==> config.mk <==
export PLATFORM = sky130hd
export DESIGN_NAME = swfs_supervisor
export DESIGN_NICKNAME = d
export VERILOG_FILES = /design/src/hw/swfs_pkg.sv /design/src/hw/swfs_ms_tick.sv /design/src/hw/swfs_supervisor.sv
export SDC_FILE = /design/constraint.sdc
export NUM_CORES = 1
export LEC_CHECK = 0
export BUFFER_PORTS_ARGS = -buffer_cell sky130_fd_sc_hd__buf_4
export CAP_MARGIN = 5
export CORE_ASPECT_RATIO = 1.2
export CORE_MARGIN = 2
export CORE_UTILIZATION = 54
export CTS_BUF_LIST = sky130_fd_sc_hd__clkbuf_2
export DETAILED_ROUTE_END_ITERATION = 10
export GPL_TIMING_DRIVEN = 0
export PLACE_DENSITY = 0.75
export SLEW_MARGIN = 20
export SYNTH_ARGS = -nofsm -noshare
export SYNTH_HDL_FRONTEND = slang
export SYNTH_HIERARCHICAL = 1
export SYNTH_SLANG_ARGS = --single-unit
==> constraint.sdc <==
create_clock -name clk -period 7 [get_ports clk]
set_clock_uncertainty 0.2 [all_clocks]
set_input_delay 0.35 -clock clk [delete_from_list [all_inputs] [get_ports clk]]
set_output_delay 0.35 -clock clk [all_outputs]
set_load 0.1 [all_outputs]
==> src/hw/swfs_pkg.sv <==
// Purpose: Shared constants of the scan watchdog and fault supervisor
// Assumes: 20 MHz system clock, 32-bit Avalon-MM register bus
// Notes:   Byte offsets are word aligned
package swfs_pkg;
   // ****************************************
   // Clock and time base
   // ****************************************
   localparam int CLK_PERIOD_NS = 50;
   localparam int MS_NS         = 1000000;
   localparam int CYC_PER_MS    = MS_NS / CLK_PERIOD_NS;

   // ****************************************
   // Register byte offsets
   // ****************************************
   localparam logic [5:0] OFS_CTRL     = 6'h00;
   localparam logic [5:0] OFS_WDT_MS   = 6'h04;
   localparam logic [5:0] OFS_CYCLE_MS = 6'h08;
   localparam logic [5:0] OFS_FILTER   = 6'h0c;
   localparam logic [5:0] OFS_MODCFG   = 6'h10;
   localparam logic [5:0] OFS_STATUS   = 6'h14;
   localparam logic [5:0] OFS_HIST_CNT = 6'h18;
   localparam logic [5:0] OFS_HIST_SEL = 6'h1c;
   localparam logic [5:0] OFS_HIST_DAT = 6'h20;
   localparam logic [5:0] OFS_ELAPSED  = 6'h24;
   localparam logic [5:0] OFS_EFFTYPE  = 6'h28;

   // ****************************************
   // Control fields and reset values
   // ****************************************
   localparam int CTRL_DBG_OUT  = 0;
   localparam int CTRL_HOLD_EN  = 1;
   localparam int CTRL_ARITH_STOP = 2;
   localparam logic [2:0]  CTRL_RST     = 3'h0;
   localparam logic [10:0] WDT_MS_MIN   = 11'h00a;
   localparam logic [10:0] WDT_MS_MAX   = 11'h3e8;
   localparam logic [10:0] WDT_MS_RST   = 11'h1f4;
   localparam logic [9:0]  CYC_MS_MIN   = 10'h001;
   localparam logic [9:0]  CYC_MS_MAX   = 10'h3e7;
   localparam logic [9:0]  CYC_MS_RST   = 10'h00a;
   localparam logic [2:0]  FILTER_RST   = 3'h1;
   localparam logic [7:0]  MODCFG_RST   = 8'h00;

   // ****************************************
   // Status bits and history codes
   // ****************************************
   localparam int ST_OVERRUN  = 0;
   localparam int ST_ARITH    = 1;
   localparam int ST_TYPE     = 2;
   localparam int ST_HW       = 3;
   localparam int ST_WARN     = 4;
   localparam int ST_IOFAIL   = 5;
   localparam int ST_HALT     = 6;
   localparam int ST_ARITH_P  = 7;
   localparam int NUM_FLAGS   = 6;
   localparam int HIST_DEPTH  = 100;
   localparam logic [6:0] HIST_LAST = 7'h63;
endpackage

==> src/hw/swfs_ms_tick.sv <==
// Purpose: Divider giving a one-cycle enable once per millisecond
// Assumes: Single clock domain
// Notes:   Free running from reset
`timescale 1ns/1ns
`default_nettype none
module swfs_ms_tick #(
   parameter int CYC_PER_MS = 20000
) (
   // Clock and reset
   input  wire logic clk,
   input  wire logic resetn,
   // Millisecond enable
   output logic      msTick
);
   logic [31:0] divQ;

   // ****************************************
   // Divider
   // ****************************************
   always_ff @(posedge clk or negedge resetn) begin
      if (!resetn) begin
         divQ   <= 32'h0;
         msTick <= 1'b0;
      end else if (divQ == 32'(CYC_PER_MS - 1)) begin
         divQ   <= 32'h0;
         msTick <= 1'b1;
      end else begin
         divQ   <= divQ + 32'h1;
         msTick <= 1'b0;
      end
   end
endmodule
`default_nettype wire

==> src/hw/swfs_supervisor.sv <==
// Purpose: Scan watchdog, failure classifier and error history
// Assumes: Scan executor gives scan boundary and fault pulses on clk
// Notes:   Registers over Avalon-MM, one wait state per access
//
// The address map and the Avalon-MM slave port are this design's own decisions.
`timescale 1ns/1ns
`default_nettype none
module swfs_supervisor
   import swfs_pkg::*;
#(
   parameter int CYC_PER_MS_P = CYC_PER_MS,
   parameter int NSLOT        = 8
) (
   // Clock and reset
   input  wire logic              clk,
   input  wire logic              resetn,
   // Avalon-MM slave
   input  wire logic [5:0]        address,
   input  wire logic              read,
   input  wire logic              write,
   input  wire logic [31:0]       writedata,
   input  wire logic [3:0]        byteenable,
   output logic [31:0]            readdata,
   output logic                   waitrequest,
   // Scan executor
   input  wire logic              runMode,
   input  wire logic              stopMode,
   input  wire logic              debugMode,
   input  wire logic              scanStart,
   input  wire logic              wdtRestart,
   input  wire logic              arithFault,
   // Failure sources
   input  wire logic              hwFault,
   input  wire logic              batteryLow,
   input  wire logic              ioCtrlFail,
   input  wire logic [7:0]        instModType,
   input  wire logic [NSLOT-1:0]  modHoldCfg,
   // Supervisor outputs
   output logic                   haltExec,
   output logic                   outDriveEn,
   output logic                   outClear,
   output logic [NSLOT-1:0]       holdSlots,
   output logic                   scanOverrunFlag,
   output logic                   arithFaultPulse,
   output logic                   warnFlag,
   output logic                   cycleTick,
   output logic [6:0]             filterMs
);
   // ****************************************
   // Helpers
   // ****************************************
   function automatic logic [6:0] filt_ms(input logic [2:0] code);
      unique case (code)
         3'h0:    filt_ms = 7'h01;
         3'h1:    filt_ms = 7'h03;
         3'h2:    filt_ms = 7'h05;
         3'h3:    filt_ms = 7'h0a;
         3'h4:    filt_ms = 7'h14;
         3'h5:    filt_ms = 7'h46;
         default: filt_ms = 7'h64;
      endcase
   endfunction

   function automatic logic [6:0] hist_wrap(input logic [7:0] v);
      hist_wrap = (v > {1'b0, HIST_LAST}) ? 7'(v - 8'd100) : v[6:0];
   endfunction

   logic                msTick;
   logic [2:0]          ctrlQ;
   logic [10:0]         wdtMsQ;
   logic [9:0]          cycMsQ;
   logic [2:0]          filtQ;
   logic [7:0]          modCfgQ;
   logic [7:0]          learnTypeQ;
   logic                learnedQ;
   logic [10:0]         elapsedQ;
   logic [9:0]          cycCntQ;
   logic [NUM_FLAGS-1:0] flagQ;
   logic [NUM_FLAGS-1:0] setFlag;
   logic                ackQ;
   logic                wrEn;
   logic                rdEn;
   logic [7:0]          effType;
   logic                typeMismatch;
   logic                overrun;
   logic                stopCause;
   logic [7:0]          hist [HIST_DEPTH];
   logic [6:0]          wrPtrQ;
   logic [6:0]          histCntQ;
   logic [6:0]          histSelQ;
   logic [7:0]          newCode;

   swfs_ms_tick #(
      .CYC_PER_MS (CYC_PER_MS_P)
   ) u_tick (
      .clk    (clk),
      .resetn (resetn),
      .msTick (msTick)
   );

   // ****************************************
   // Bus handshake
   // ****************************************
   // Every access is answered one cycle after it is raised
   assign waitrequest = (read | write) & ~ackQ;
   assign wrEn        = write & ackQ & byteenable[0];
   assign rdEn        = read & ~ackQ;

   always_ff @(posedge clk or negedge resetn) begin
      if (!resetn) begin
         ackQ <= 1'b0;
      end else begin
         ackQ <= (read | write) & ~ackQ;
      end
   end

   // ****************************************
   // Configuration registers
   // ****************************************
   always_ff @(posedge clk or negedge resetn) begin
      if (!resetn) begin
         ctrlQ   <= CTRL_RST;
         wdtMsQ  <= WDT_MS_RST;
         cycMsQ  <= CYC_MS_RST;
         filtQ   <= FILTER_RST;
         modCfgQ <= MODCFG_RST;
      end else if (wrEn && byteenable[0]) begin
         unique case (address)
            OFS_CTRL: ctrlQ <= writedata[2:0];
            OFS_WDT_MS: begin
               if (writedata[31:0] < 32'(WDT_MS_MIN)) begin
                  wdtMsQ <= WDT_MS_MIN;
               end else if (writedata[31:0] > 32'(WDT_MS_MAX)) begin
                  wdtMsQ <= WDT_MS_MAX;
               end else begin
                  wdtMsQ <= writedata[10:0];
               end
            end
            OFS_CYCLE_MS: begin
               if (writedata[31:0] < 32'(CYC_MS_MIN)) begin
                  cycMsQ <= CYC_MS_MIN;
               end else if (writedata[31:0] > 32'(CYC_MS_MAX)) begin
                  cycMsQ <= CYC_MS_MAX;
               end else begin
                  cycMsQ <= writedata[9:0];
               end
            end
            OFS_FILTER: begin
               if (writedata[2:0] != 3'h7) begin
                  filtQ <= writedata[2:0];
               end
            end
            OFS_MODCFG: modCfgQ <= writedata[7:0];
            default: ;
         endcase
      end
   end

   always_ff @(posedge clk or negedge resetn) begin
      if (!resetn) begin
         filterMs <= 7'h03;
      end else begin
         filterMs <= filt_ms(filtQ);
      end
   end

   // ****************************************
   // Module identity
   // ****************************************
   // Learn the installed identity at the first run scan
   always_ff @(posedge clk or negedge resetn) begin
      if (!resetn) begin
         learnTypeQ <= 8'h00;
         learnedQ   <= 1'b0;
      end else if (stopMode) begin
         learnedQ <= 1'b0;
      end else if (runMode && scanStart && !learnedQ) begin
         learnTypeQ <= instModType;
         learnedQ   <= 1'b1;
      end
   end

   assign effType = (modCfgQ != 8'h00) ? modCfgQ : learnTypeQ;
   // Type mismatch against configured or learned type
   assign typeMismatch = runMode && (modCfgQ != 8'h00 || learnedQ) && (instModType != effType);

   // ****************************************
   // Scan watchdog
   // ****************************************
   // Comparison uses the count before the increment so a trip lands exactly past the limit
   assign overrun = runMode && !haltExec && (elapsedQ > wdtMsQ);

   always_ff @(posedge clk or negedge resetn) begin
      if (!resetn) begin
         elapsedQ <= 11'h000;
      end else if (scanStart || wdtRestart || !runMode) begin
         elapsedQ <= 11'h000;
      end else if (msTick && !haltExec && elapsedQ != 11'h7ff) begin
         elapsedQ <= elapsedQ + 11'h001;
      end
   end

   // ****************************************
   // Fixed cycle period
   // ****************************************
   always_ff @(posedge clk or negedge resetn) begin
      if (!resetn) begin
         cycCntQ   <= 10'h000;
         cycleTick <= 1'b0;
      end else if (!runMode || haltExec) begin
         cycCntQ   <= 10'h000;
         cycleTick <= 1'b0;
      end else if (msTick && cycCntQ >= cycMsQ - 10'h001) begin
         cycCntQ   <= 10'h000;
         cycleTick <= 1'b1;
      end else begin
         cycCntQ   <= msTick ? cycCntQ + 10'h001 : cycCntQ;
         cycleTick <= 1'b0;
      end
   end

   // ****************************************
   // Failure flags
   // ****************************************
   always_comb begin
      setFlag = '0;
      setFlag[ST_OVERRUN] = overrun;
      setFlag[ST_ARITH]   = runMode & arithFault;
      setFlag[ST_TYPE]    = typeMismatch;
      setFlag[ST_HW]      = hwFault;
      setFlag[ST_WARN]    = batteryLow;
      setFlag[ST_IOFAIL]  = runMode & ioCtrlFail;
   end

   assign stopCause = overrun | typeMismatch | hwFault | (runMode & ioCtrlFail)
                    | (runMode & arithFault & ctrlQ[CTRL_ARITH_STOP]);

   // Sticky flags, set wins over the stop clear
   always_ff @(posedge clk or negedge resetn) begin
      if (!resetn) begin
         flagQ <= '0;
      end else begin
         flagQ <= (stopMode ? '0 : flagQ) | setFlag;
      end
   end

   // Halt latched until STOP mode or power
   always_ff @(posedge clk or negedge resetn) begin
      if (!resetn) begin
         haltExec <= 1'b0;
      end else if (stopCause) begin
         haltExec <= 1'b1;
      end else if (stopMode) begin
         haltExec <= 1'b0;
      end
   end

   // High from the fault until the next scan boundary
   always_ff @(posedge clk or negedge resetn) begin
      if (!resetn) begin
         arithFaultPulse <= 1'b0;
      end else if (runMode && arithFault) begin
         arithFaultPulse <= 1'b1;
      end else if (scanStart || stopMode) begin
         arithFaultPulse <= 1'b0;
      end
   end

   // ****************************************
   // Output policy
   // ****************************************
   always_ff @(posedge clk or negedge resetn) begin
      if (!resetn) begin
         outDriveEn      <= 1'b0;
         outClear        <= 1'b0;
         holdSlots       <= '0;
         scanOverrunFlag <= 1'b0;
         warnFlag        <= 1'b0;
      end else begin
         outDriveEn <= runMode && !haltExec && (!debugMode || ctrlQ[CTRL_DBG_OUT]);
         outClear   <= haltExec && !ctrlQ[CTRL_HOLD_EN];
         holdSlots  <= (haltExec && ctrlQ[CTRL_HOLD_EN]) ? modHoldCfg : '0;
         scanOverrunFlag <= flagQ[ST_OVERRUN];
         warnFlag        <= flagQ[ST_WARN];
      end
   end

   // ****************************************
   // Error history
   // ****************************************
   // Lowest new flag wins when several rise together; the rest are set in flagQ but never logged
   always_comb begin
      newCode = 8'h00;
      for (int i = NUM_FLAGS - 1; i >= 0; i--) begin
         if (setFlag[i] && !flagQ[i]) begin
            newCode = 8'(i + 1);
         end
      end
   end

   always_ff @(posedge clk) begin
      if (newCode != 8'h00) begin
         hist[(wrEn && address == OFS_HIST_CNT) ? 7'h00 : wrPtrQ] <= newCode;
      end
   end

   always_ff @(posedge clk or negedge resetn) begin
      if (!resetn) begin
         wrPtrQ   <= 7'h00;
         histCntQ <= 7'h00;
      // Delete erases all, keeps a same-cycle entry
      end else if (wrEn && address == OFS_HIST_CNT) begin
         wrPtrQ   <= (newCode != 8'h00) ? 7'h01 : 7'h00;
         histCntQ <= (newCode != 8'h00) ? 7'h01 : 7'h00;
      end else if (newCode != 8'h00) begin
         wrPtrQ   <= hist_wrap({1'b0, wrPtrQ} + 8'h01);
         histCntQ <= (histCntQ == 7'(HIST_DEPTH)) ? histCntQ : histCntQ + 7'h01;
      end
   end

   always_ff @(posedge clk or negedge resetn) begin
      if (!resetn) begin
         histSelQ <= 7'h00;
      end else if (wrEn && address == OFS_HIST_SEL) begin
         histSelQ <= (writedata[6:0] > HIST_LAST) ? HIST_LAST : writedata[6:0];
      end
   end

   // ****************************************
   // Read data
   // ****************************************
   always_ff @(posedge clk or negedge resetn) begin
      if (!resetn) begin
         readdata <= 32'h0;
      end else if (rdEn) begin
         unique case (address)
            OFS_CTRL:     readdata <= {29'h0, ctrlQ};
            OFS_WDT_MS:   readdata <= {21'h0, wdtMsQ};
            OFS_CYCLE_MS: readdata <= {22'h0, cycMsQ};
            OFS_FILTER:   readdata <= {29'h0, filtQ};
            OFS_MODCFG:   readdata <= {24'h0, modCfgQ};
            OFS_STATUS:   readdata <= {24'h0, arithFaultPulse, haltExec, flagQ};
            OFS_HIST_CNT: readdata <= {25'h0, histCntQ};
            OFS_HIST_SEL: readdata <= {25'h0, histSelQ};
            OFS_HIST_DAT: begin
               if (histSelQ < histCntQ) begin
                  readdata <= {24'h0, hist[hist_wrap({1'b0, wrPtrQ} + 8'd100
                                 - {1'b0, histCntQ} + {1'b0, histSelQ})]};
               end else begin
                  readdata <= 32'h0;
               end
            end
            OFS_ELAPSED:  readdata <= {21'h0, elapsedQ};
            OFS_EFFTYPE:  readdata <= {24'h0, effType};
            default:      readdata <= 32'h0;
         endcase
      end
   end
endmodule
`default_nettype wire

Word level (Yosys, flattened, before mapping)
Memory sizes are Yosys's and may differ from the RTL's.
Index checks and enable logic that the tools add are counted.
{ "totals": {"memories": 1, "output_inout_bits": 55, "regBits": 180, "mem_bits_rw": 800, "input_bits": 71, "word_cells": 183} }
{ "memory_table": {"columns": ["memory", "words", "width", "rd", "rd_clocked_by_memory_dff", "wr", "line_no", "text"], "rows": [
  ["hist", 100, 8, 1, 0, 1, "swfs_supervisor.sv:87", "logic [7:0] hist [HIST_DEPTH];"]
]} }
{ "op_classes": {"mux": 43, "n_eq_ne": 21, "bitwise_logic": 15, "n_reduce_logical": 56, "order_cmp": 10, "add_sub_neg": 11} }
{ "ops": {"columns": ["operator", "n"], "rows": [
  ["$pmux W11 S11", 1],
  ["$gt A32 B10 Y1 const B", 2],
  ["$mux W8", 8],
  ["$mux W7", 9],
  ["$mux W10", 5],
  ["$mux W11", 4],
  ["$pmux W7 S6", 1],
  ["$add A32 B1 Y32 const B", 1],
  ["$eq A32 B15 Y1 const B", 1],
  ["$lt A32 B1 Y1 const B", 1],
  ["$lt A32 B4 Y1 const B", 1],
  ["$mux W32", 1],
  ["$eq A6 B5 Y1 const B", 4],
  ["$logic_and A1 B1 Y1", 22],
  ["$eq A6 B6 Y1 const B", 3],
  ["$gt A8 B7 Y1 const B", 2],
  ["$reduce_bool A8 Y1", 2],
  ["$sub A7 B7 Y7 const B", 2],
  ["$eq A6 B4 Y1 const B", 2],
  ["$mux W1", 12],
  ["$reduce_and A2 Y1", 6],
  ["$add A11 B1 Y11 const B", 1],
  ["$gt A11 B11 Y1", 1],
  ["$logic_not A1 Y1", 11],
  ["other kinds (31)", 53]
]} }

Depth between registers and ports, before layout
Gate-level depths: netlist of run 1.
{ "depth": {"ltp_word": 11, "ltp_mapped": 20, "depth_no_buf": 18} }

Cells and area by module
Netlist of run 1, hierarchy kept.
{ "by_module_without_submodules": {"columns": ["mod", "instances", "area_per_inst_um2", "seq_area_each_um2", "cells_each"], "rows": [
  ["swfs_supervisor", 1, 20208.1, 12175.4, 1504],
  ["swfs_ms_tick", 1, 1642.8, 825.8, 144]
]} }

Worst setup path after synthesis of run 1
Ideal clock, no wire load.
{ "synth_path": {"kind": "register -> register", "from": "register modCfgQ[7]", "to": "memory hist[0][0], data pin", "setup_ps": 980, "stages_incl_launch_ff": 10, "required_ps": 5820, "arrival_ps": 5836, "synth_period_minus_slack_ps": 7016, "n_path_buf": 0, "slack_ps": -16, "cell_sequence": "dfrtp_1 nor4_2 a41oi_1 xor2_1 nand3_1 nor3_1 a21oi_1 and2_1 nor2_1 o21ai_0"} }
{ "synth_between": {"elab_chain_len": 8, "word_cells_on_any_way": 10, "classes_between": "eq/ne (1); mux (4); reduce/logical (5)"} }
{ "synth_lines": {"columns": ["element", "line_no", "text"], "rows": [
  ["start: declaration", "swfs_supervisor.sv:73", "logic [7:0] modCfgQ;"],
  ["start signal: assignment", "swfs_supervisor.sv:153", "OFS_MODCFG: modCfgQ <= writedata[7:0];"],
  ["$reduce_bool A8 Y1", "swfs_supervisor.sv:183, swfs_supervisor.sv:185", null],
  ["$mux W8 or $logic_or A1 B1 Y1 (tied branches)", "swfs_supervisor.sv:183, swfs_supervisor.sv:185", null],
  ["$ne A8 B8 Y1 or $logic_and A1 B1 Y1 (tied branches)", "swfs_supervisor.sv:185", "assign typeMismatch = runMode && (modCfgQ != 8'h00 || learnedQ) && (instModType != effType);"],
  ["$logic_and A1 B1 Y1 *", "swfs_supervisor.sv:185", null],
  ["$logic_and A1 B1 Y1 *", "swfs_supervisor.sv:295", "if (setFlag[i] && !flagQ[i]) begin"],
  ["$mux W8 * (3 in a row)", "swfs_supervisor.sv:295", null],
  ["via newCode[0]", "swfs_supervisor.sv:91", "logic [7:0] newCode;"],
  ["end: declaration", "swfs_supervisor.sv:87", null]
]} }
Mark *: on every way through the listed nets, which the timed path passes. The rest lies on a longest branch.

Final worst setup path of run 1
{ "layout_path": {"from": "register wrPtrQ[2]", "to": "register readdata[2]"} }
{ "layout_between": {"elab_chain_len": 8, "word_cells_on_any_way": 9, "classes_between": "add/sub (4); order compare (1); mux (3); memory (1)"} }
{ "layout_lines": {"columns": ["element", "line_no", "text"], "rows": [
  ["start: declaration", "swfs_supervisor.sv:88", "logic [6:0] wrPtrQ;"],
  ["start signal: assignment", "swfs_supervisor.sv:313", "wrPtrQ <= (newCode != 8'h00) ? 7'h01 : 7'h00;"],
  ["start signal: assignment", "swfs_supervisor.sv:316", "wrPtrQ <= hist_wrap({1'b0, wrPtrQ} + 8'h01);"],
  ["$add A7 B7 Y8 *", "swfs_supervisor.sv:347", "readdata <= {24'h0, hist[hist_wrap({1'b0, wrPtrQ} + 8'd100"],
  ["$sub A8 B7 Y8 *", "swfs_supervisor.sv:348", "- {1'b0, histCntQ} + {1'b0, histSelQ})]};"],
  ["$add A8 B7 Y8 *", "swfs_supervisor.sv:348", null],
  ["$sub A7 B7 Y7 or $gt A8 B7 Y1 (tied branches)", "swfs_supervisor.sv:65", "hist_wrap = (v > {1'b0, HIST_LAST}) ? 7'(v - 8'd100) : v[6:0];"],
  ["$mux W7 *", "swfs_supervisor.sv:65", null],
  ["$mem_v2 Z100 W8 *", null, null],
  ["$mux W8 *", "swfs_supervisor.sv:346", "if (histSelQ < histCntQ) begin"],
  ["$pmux W11 S11 *", "swfs_supervisor.sv:336", "unique case (address)"],
  ["end signal: assignment", "swfs_supervisor.sv:337", "OFS_CTRL: readdata <= {29'h0, ctrlQ};"],
  ["end signal: assignment", "swfs_supervisor.sv:338", "OFS_WDT_MS: readdata <= {21'h0, wdtMsQ};"],
  ["end signal: assignment", "swfs_supervisor.sv:347", null],
  ["end: declaration", "swfs_supervisor.sv:23", "output logic [31:0] readdata,"]
]} }
Every way passes the cells marked *; elsewhere a longest branch is shown, timed or not.
A chain may end at the register's enable or synchronous reset.

==> out/qor.yml, run 1 <==
cts_tree: "built"
start_kind: "flop"
ys_seq_area_frac: 0.595
wirelength_mm: 57.2
final_max_slew_viol_count: 0
holdPathStages: 6
die_width_um: 188
reg2reg_depth: 18
clkSlewWorstSetupHoldPaths_ns: 0.12
syn-instance-count: 1648
synth_area_per_cell_um2: 13.3
layout-drive-gt1-share: 0.226
synth-seq-cells: 459
grt_max_degree: 89
met2_length_mm: 29.1
fillCellCount: 2927
worstPathRequired_ns: 7.81
core_um2: 39800
async_flop_share: 0.346
place_ws_ns: 0.0733
grt-ovfl-total: 0
drt-pass1-iter-count: 6
synth_edf_count: 300
grt_pass1_vias: 16161
cts_root_buffer: "clkbuf_2"
clock_sinks: 459
wire_per_inst_um: 21.7
final_common_cell: "edfxtp_1"
dp_hpwl_mm: 38.5
die_h_um: 224
final_cell_mix: "edfxtp_1 (300), nor2_1 (184), clkbuf_2 (160)"
ant_nets: 0
viasPerCell: 5.97
syn_area_um2: 21900
outcome: "complete, no violations"
cts_buffers: 109
worst_pin_slew_ns: 1.07
finalCriticalPeriod_ns: 6.56
holdCritPathClass: "in -> reg"
grtUsageTotal: 0.277
dr_wl_met3_mm: 4.29
rsz0062_at_grt: "no"
cp.arrival_ns: 7.36
top_layer_used: "met4"
htree_levels: 3
rows: 80
setup_ws_ns: 0.441
clk_latency_ns: 1.09
yosys_warnings: 6
fmax_ghz: 0.152
met1_length_mm: 20.8
routed-via-count: 15730
hold_violations: 0
setup-violations-final: 0
fin_nets: 2143
cts_buffer_depth: 3
regArea_um2: 13000
slew-limit-headroom: 0.288
cp-end-kind: "flop"
gp_congestion: 0.967
dieArea_um2: 42100
multi_input_area_um2: 8270
grt_pass1_wl_mm: 89.0
ys_types: 86
pin_count: 126
path_max_fanout: 10
ys.flop_type: "edfxtp_1"
antenna_found_initial: 1
period_share: 0.937
setup.worst_path.class: "reg -> reg"
cap_violations: 0
post-cts-setup-buffers: 0
portBuffers: 98
start_util: 0.548
area_growth_syn_to_layout_pct: 18.9
dr.first_iter.drc_count: 1723
drc: 0
## per-layer routing
metal,vias up,track usage
li1,6995,-
met1,7725,0.327
met2,826,0.476
met3,184,0.0513
met4,0,0.163
met5,-,0
## per-stage QoR
stage          TNS (ns)  instances  cell area [um^2]  hold slack (ns)  utilization
5_1_grt               0       2633             26000            0.139        0.652
6_report              0       2633             26000            0.172        0.652
3_5_place_dp          0       2308             23600            0.204        0.592
3_3_place_gp    -235.60       2299             23300            0.262        0.586
2_1_floorplan         0       1668             21900           -0.146            -
4_1_cts               0       2632             25900          0.00162        0.651
## final timing paths
path | start | to | slack [ns]
hold reg to reg | flagQ[4] | warnFlag | 0.29
setup / recovery | wrPtrQ[2] | readdata[2] | 0.44
min in group asynchronous | resetn | u_tick/msTick | 0.20
max in group asynchronous | resetn | u_tick/divQ[4] | 5.95
hold / removal | writedata[4] | histSelQ[0] | 0.17
setup reg to reg | wrPtrQ[2] | readdata[2] | 0.44
## synthesized netlist by cell type (all sizes together), types with 26 or more instances
library cell    n  share of area
edfxtp        300           0.41
nor2          185          0.032
dfrtp         148           0.17
nand2         108          0.019
mux4           84          0.087
inv            73          0.013
o21ai          64          0.015
clkbuf         53         0.0091
ha             51          0.029
a21oi          44          0.010
buf            37          0.011
nand3          37         0.0087
nor3           37         0.0096
xor2           36          0.014
mux2i          35          0.016
mux2           29          0.015
xnor2          29          0.012
nand4          26         0.0084
## cells by family after synthesis
kind of cell               count (synthesis)  synth area share
AOI/OAI and AO/OA                        251            0.0793
xor gates and xnor gates                  65            0.0264
adders and majority gates                 58            0.0356
buffers and inverters                    164            0.0330
DFF                                      459             0.595
muxes                                    148             0.118
other                                      1          0.000172
and+or+nand+nor                          502             0.113
## worst max-delay path, stage by stage, from the launching register on
cell and delay, ns:
dfrtp_1 0.37, clkbuf_1 0.35, inv_1 0.21, ha_1 0.33, inv_1 0.05, fa_1 0.54, inv_1 0.07, fa_1 0.47
xnor2_2 0.44, clkinv_1 0.41, ha_1 0.32, o21ai_0 0.23, a311oi_4 0.34, mux2i_4 0.51, buf_2 0.38, nand2_1 0.09
a221oi_1 0.55, o311ai_1 0.34, a22oi_1 0.28
## what timing repair did
item                                    CTS  global route
hold buffers                            128             0
gates resized for setup                   0             3
hold endpoints to repair                401             0
endpoints found under the setup margin    0             3
## state kept, by name (all words and copies together), names as in the netlist, 10 cells and up
name         flops
hist           300
readdata        11
cycCntQ         10
cycMsQ          10
elapsedQ        11
wdtMsQ          11
u_tick/divQ     32
## cell type report
class                           instances  area share
Buffer                                 90      0.0172
Clock inverter                         39      0.0100
Inverter                               74      0.0107
Antenna cell                            1   0.0000963
Timing Repair Buffer                  235      0.0870
Sequential cell                       459       0.501
Clock buffer                          157      0.0303
Tap cell                              533      0.0257
Multi-Input combinational cell       1045       0.318
Power of run 1 is left out: the tool's default activity adds up to more than one toggle a clock period on the data nets, which glitch-free logic cannot reach.
==> inputs of run 2 (changes only) <==
--- a/config.mk
+++ b/config.mk
@@ -13,7 +13,7 @@
 export CTS_BUF_LIST = sky130_fd_sc_hd__clkbuf_2
 export DETAILED_ROUTE_END_ITERATION = 10
 export GPL_TIMING_DRIVEN = 0
-export PLACE_DENSITY = 0.75
+export PLACE_DENSITY = 0.72
 export SLEW_MARGIN = 20
 export SYNTH_ARGS = -nofsm -noshare
 export SYNTH_HDL_FRONTEND = slang
==> constraint.sdc (replaced) <==
create_clock -name clk -period 7.6 [get_ports clk]
set_clock_uncertainty 0.2 [all_clocks]
set_input_delay 0.38 -clock clk [delete_from_list [all_inputs] [get_ports clk]]
set_output_delay 0.38 -clock clk [all_outputs]
set_load 0.1 [all_outputs]
==> out/qor.yml, run 2 (synthesis results as in run 1) <==
outcome: "complete, no violations"
cp-end-kind: "flop"
die_h_um: 224  # unchanged
final_cell_mix: "edfxtp_1 (300), nor2_1 (184), clkbuf_2 (167)"
die_width_um: 188  # unchanged
regMostFlops: "hist"
post-cts-setup-buffers: 0  # unchanged
worstPathRequired_ns: 8.39  # +0.58 ns
rows: 80  # unchanged
grt_max_degree: 84  # -5.6%
holdPathStages: 5  # -1
fillCellCount: 2992  # +2.2%
reg2reg_slack_ns: 0.40  # -0.04 ns
holdBufCountCts: 120  # -6.3%
dr.first_iter.drc_count: 1765  # +2.4%
hold_violations: 0  # unchanged
gp_congestion: 0.947  # -2.1%
grt-ovfl-total: 0  # unchanged
layout-drive-gt1-share: 0.227  # +0.000476
rsz0062_at_grt: "no"
finalCriticalPeriod_ns: 7.20  # +0.637 ns
core_um2: 39800  # unchanged
grt_pass1_vias: 16263  # +0.63%
viasPerCell: 5.96  # -0.29%
htree_levels: 3  # unchanged
area_growth_syn_to_layout_pct: 18.2
clock_sinks: 459  # unchanged
clkSlewWorstSetupHoldPaths_ns: 0.10  # -0.02 ns
portBuffers: 98  # unchanged
reg2reg_to: "readdata[2]"
dp_hpwl_mm: 38.9  # +0.95%
worst_pin_slew_ns: 1.16  # +0.0879 ns
wirelength_mm: 58.0  # +1.4%
largest_register_ff_count: 300  # unchanged
start_util: 0.548  # unchanged
setup-violations-final: 0  # unchanged
start_kind: "flop"
holdCritPathClass: "in -> reg"
cp.arrival_ns: 7.99  # +0.63 ns
final_util: 0.648  # -0.00352
rr_startpoint: "wrPtrQ[2]"
antenna_found_initial: 1  # unchanged
pin_count: 126  # unchanged
cts_buffers: 109  # unchanged
ctsResizeCount: 0  # unchanged
dieArea_um2: 42100  # unchanged
cts_root_buffer: "clkbuf_2"
fmax_ghz: 0.139  # -8.9%
routed-via-count: 15684  # -0.29%
drt-pass1-iter-count: 6  # unchanged
holdPathEnd: "histSelQ[2]"
grtUsageTotal: 0.280  # +0.00365
cts_tree: "built"
cap_violations: 0  # unchanged
clk_latency_ns: 1.09  # about the same
reg2reg_depth: 18  # unchanged
final_max_slew_viol_count: 0  # unchanged
fin_nets: 2135  # -0.37%
wire_per_inst_um: 22.0  # +1.4%
final_common_cell: "edfxtp_1"
cts_buffer_depth: 3  # unchanged
path_max_fanout: 10  # unchanged
slew-limit-headroom: 0.229  # -0.0586
reg_top3: "hist x300, u_tick/divQ x32"
drc: 0  # unchanged
setup.worst_path.class: "reg -> reg"
grt_pass1_wl_mm: 89.9  # +1.1%
ant_nets: 0  # unchanged
period_share: 0.947  # +0.00982
min_from: "writedata[6]"
run 2: critical path, cell delays in order (launching register included):
cell and delay (ns):
dfrtp_1 0.39, clkbuf_1 0.35, inv_1 0.22, ha_1 0.33
inv_1 0.05, fa_1 0.52, inv_1 0.06, fa_1 0.45
xnor2_1 0.71, clkinv_1 0.49, ha_1 0.32, o21ai_0 0.25
a311oi_4 0.32, xnor2_2 0.69, buf_2 0.48, a21oi_1 0.11
a221oi_1 0.55, o311ai_1 0.35, a22oi_1 0.27
run 2: layer usage:
| metal | vias to the layer above | global-route usage | wire [um] |
|---|---|---|---|
| met4 | 0 | 0.152 | 2790 |
| met5 | - | 0 | 0 |
| li1 | 6988 | - | - |
| met1 | 7749 | 0.330 | 21000 |
| met2 | 771 | 0.493 | 30000 |
| met3 | 176 | 0.0473 | 4210 |
run 2: metrics by stage:
stage / instances / hold WS (ns) / instance area [um^2] / TNS [ns] / setup slack (ns)
3_3_place_gp: 2299 / 0.262 / 23300 / -420.31 / -4.00
3_5_place_dp: 2308 / 0.00791 / 23600 / 0 / 0.625
4_1_cts: 2632 / 0.00228 / 25800 / 0 / 0.538
2_1_floorplan: 1668 / -0.116 / 21900 / 0 / 0.584
5_1_grt: 2633 / 0.0314 / 25800 / 0 / 0.117
6_report: 2633 / 0.108 / 25800 / 0 / 0.404
run 2: area by class of cell:
type	count	area [um^2]	share of cell area
Tap cell	533	667	0.0258
Sequential cell	459	13000	0.503
Timing Repair Buffer	227	2170	0.0840
Buffer	90	447	0.0173
Inverter	74	278	0.0108
Clock buffer	166	831	0.0322
Antenna cell	1	2.50	0.0000969
Clock inverter	38	194	0.00751
Multi-Input combinational cell	1045	8240	0.319
run 2: how the worst max path moves through the flow:
stage | slack, ns | end | depth (start not counted) | startpoint
3_5_place_dp | 0.63 | readdata[2] | 18 | wrPtrQ[2]
2_1_floorplan | 0.58 | hist[0][0] | 9 | modCfgQ[7]
4_1_cts | 0.54 | readdata[2] | 18 | wrPtrQ[2]
6_report | 0.40 | readdata[2] | 18 | wrPtrQ[2]
5_1_grt | 0.12 | readdata[2] | 18 | wrPtrQ[2]
3_3_place_gp | -4.00 | hist[38][0] | 9 | modCfgQ[7]
Power of run 2 is left out for the same reason.
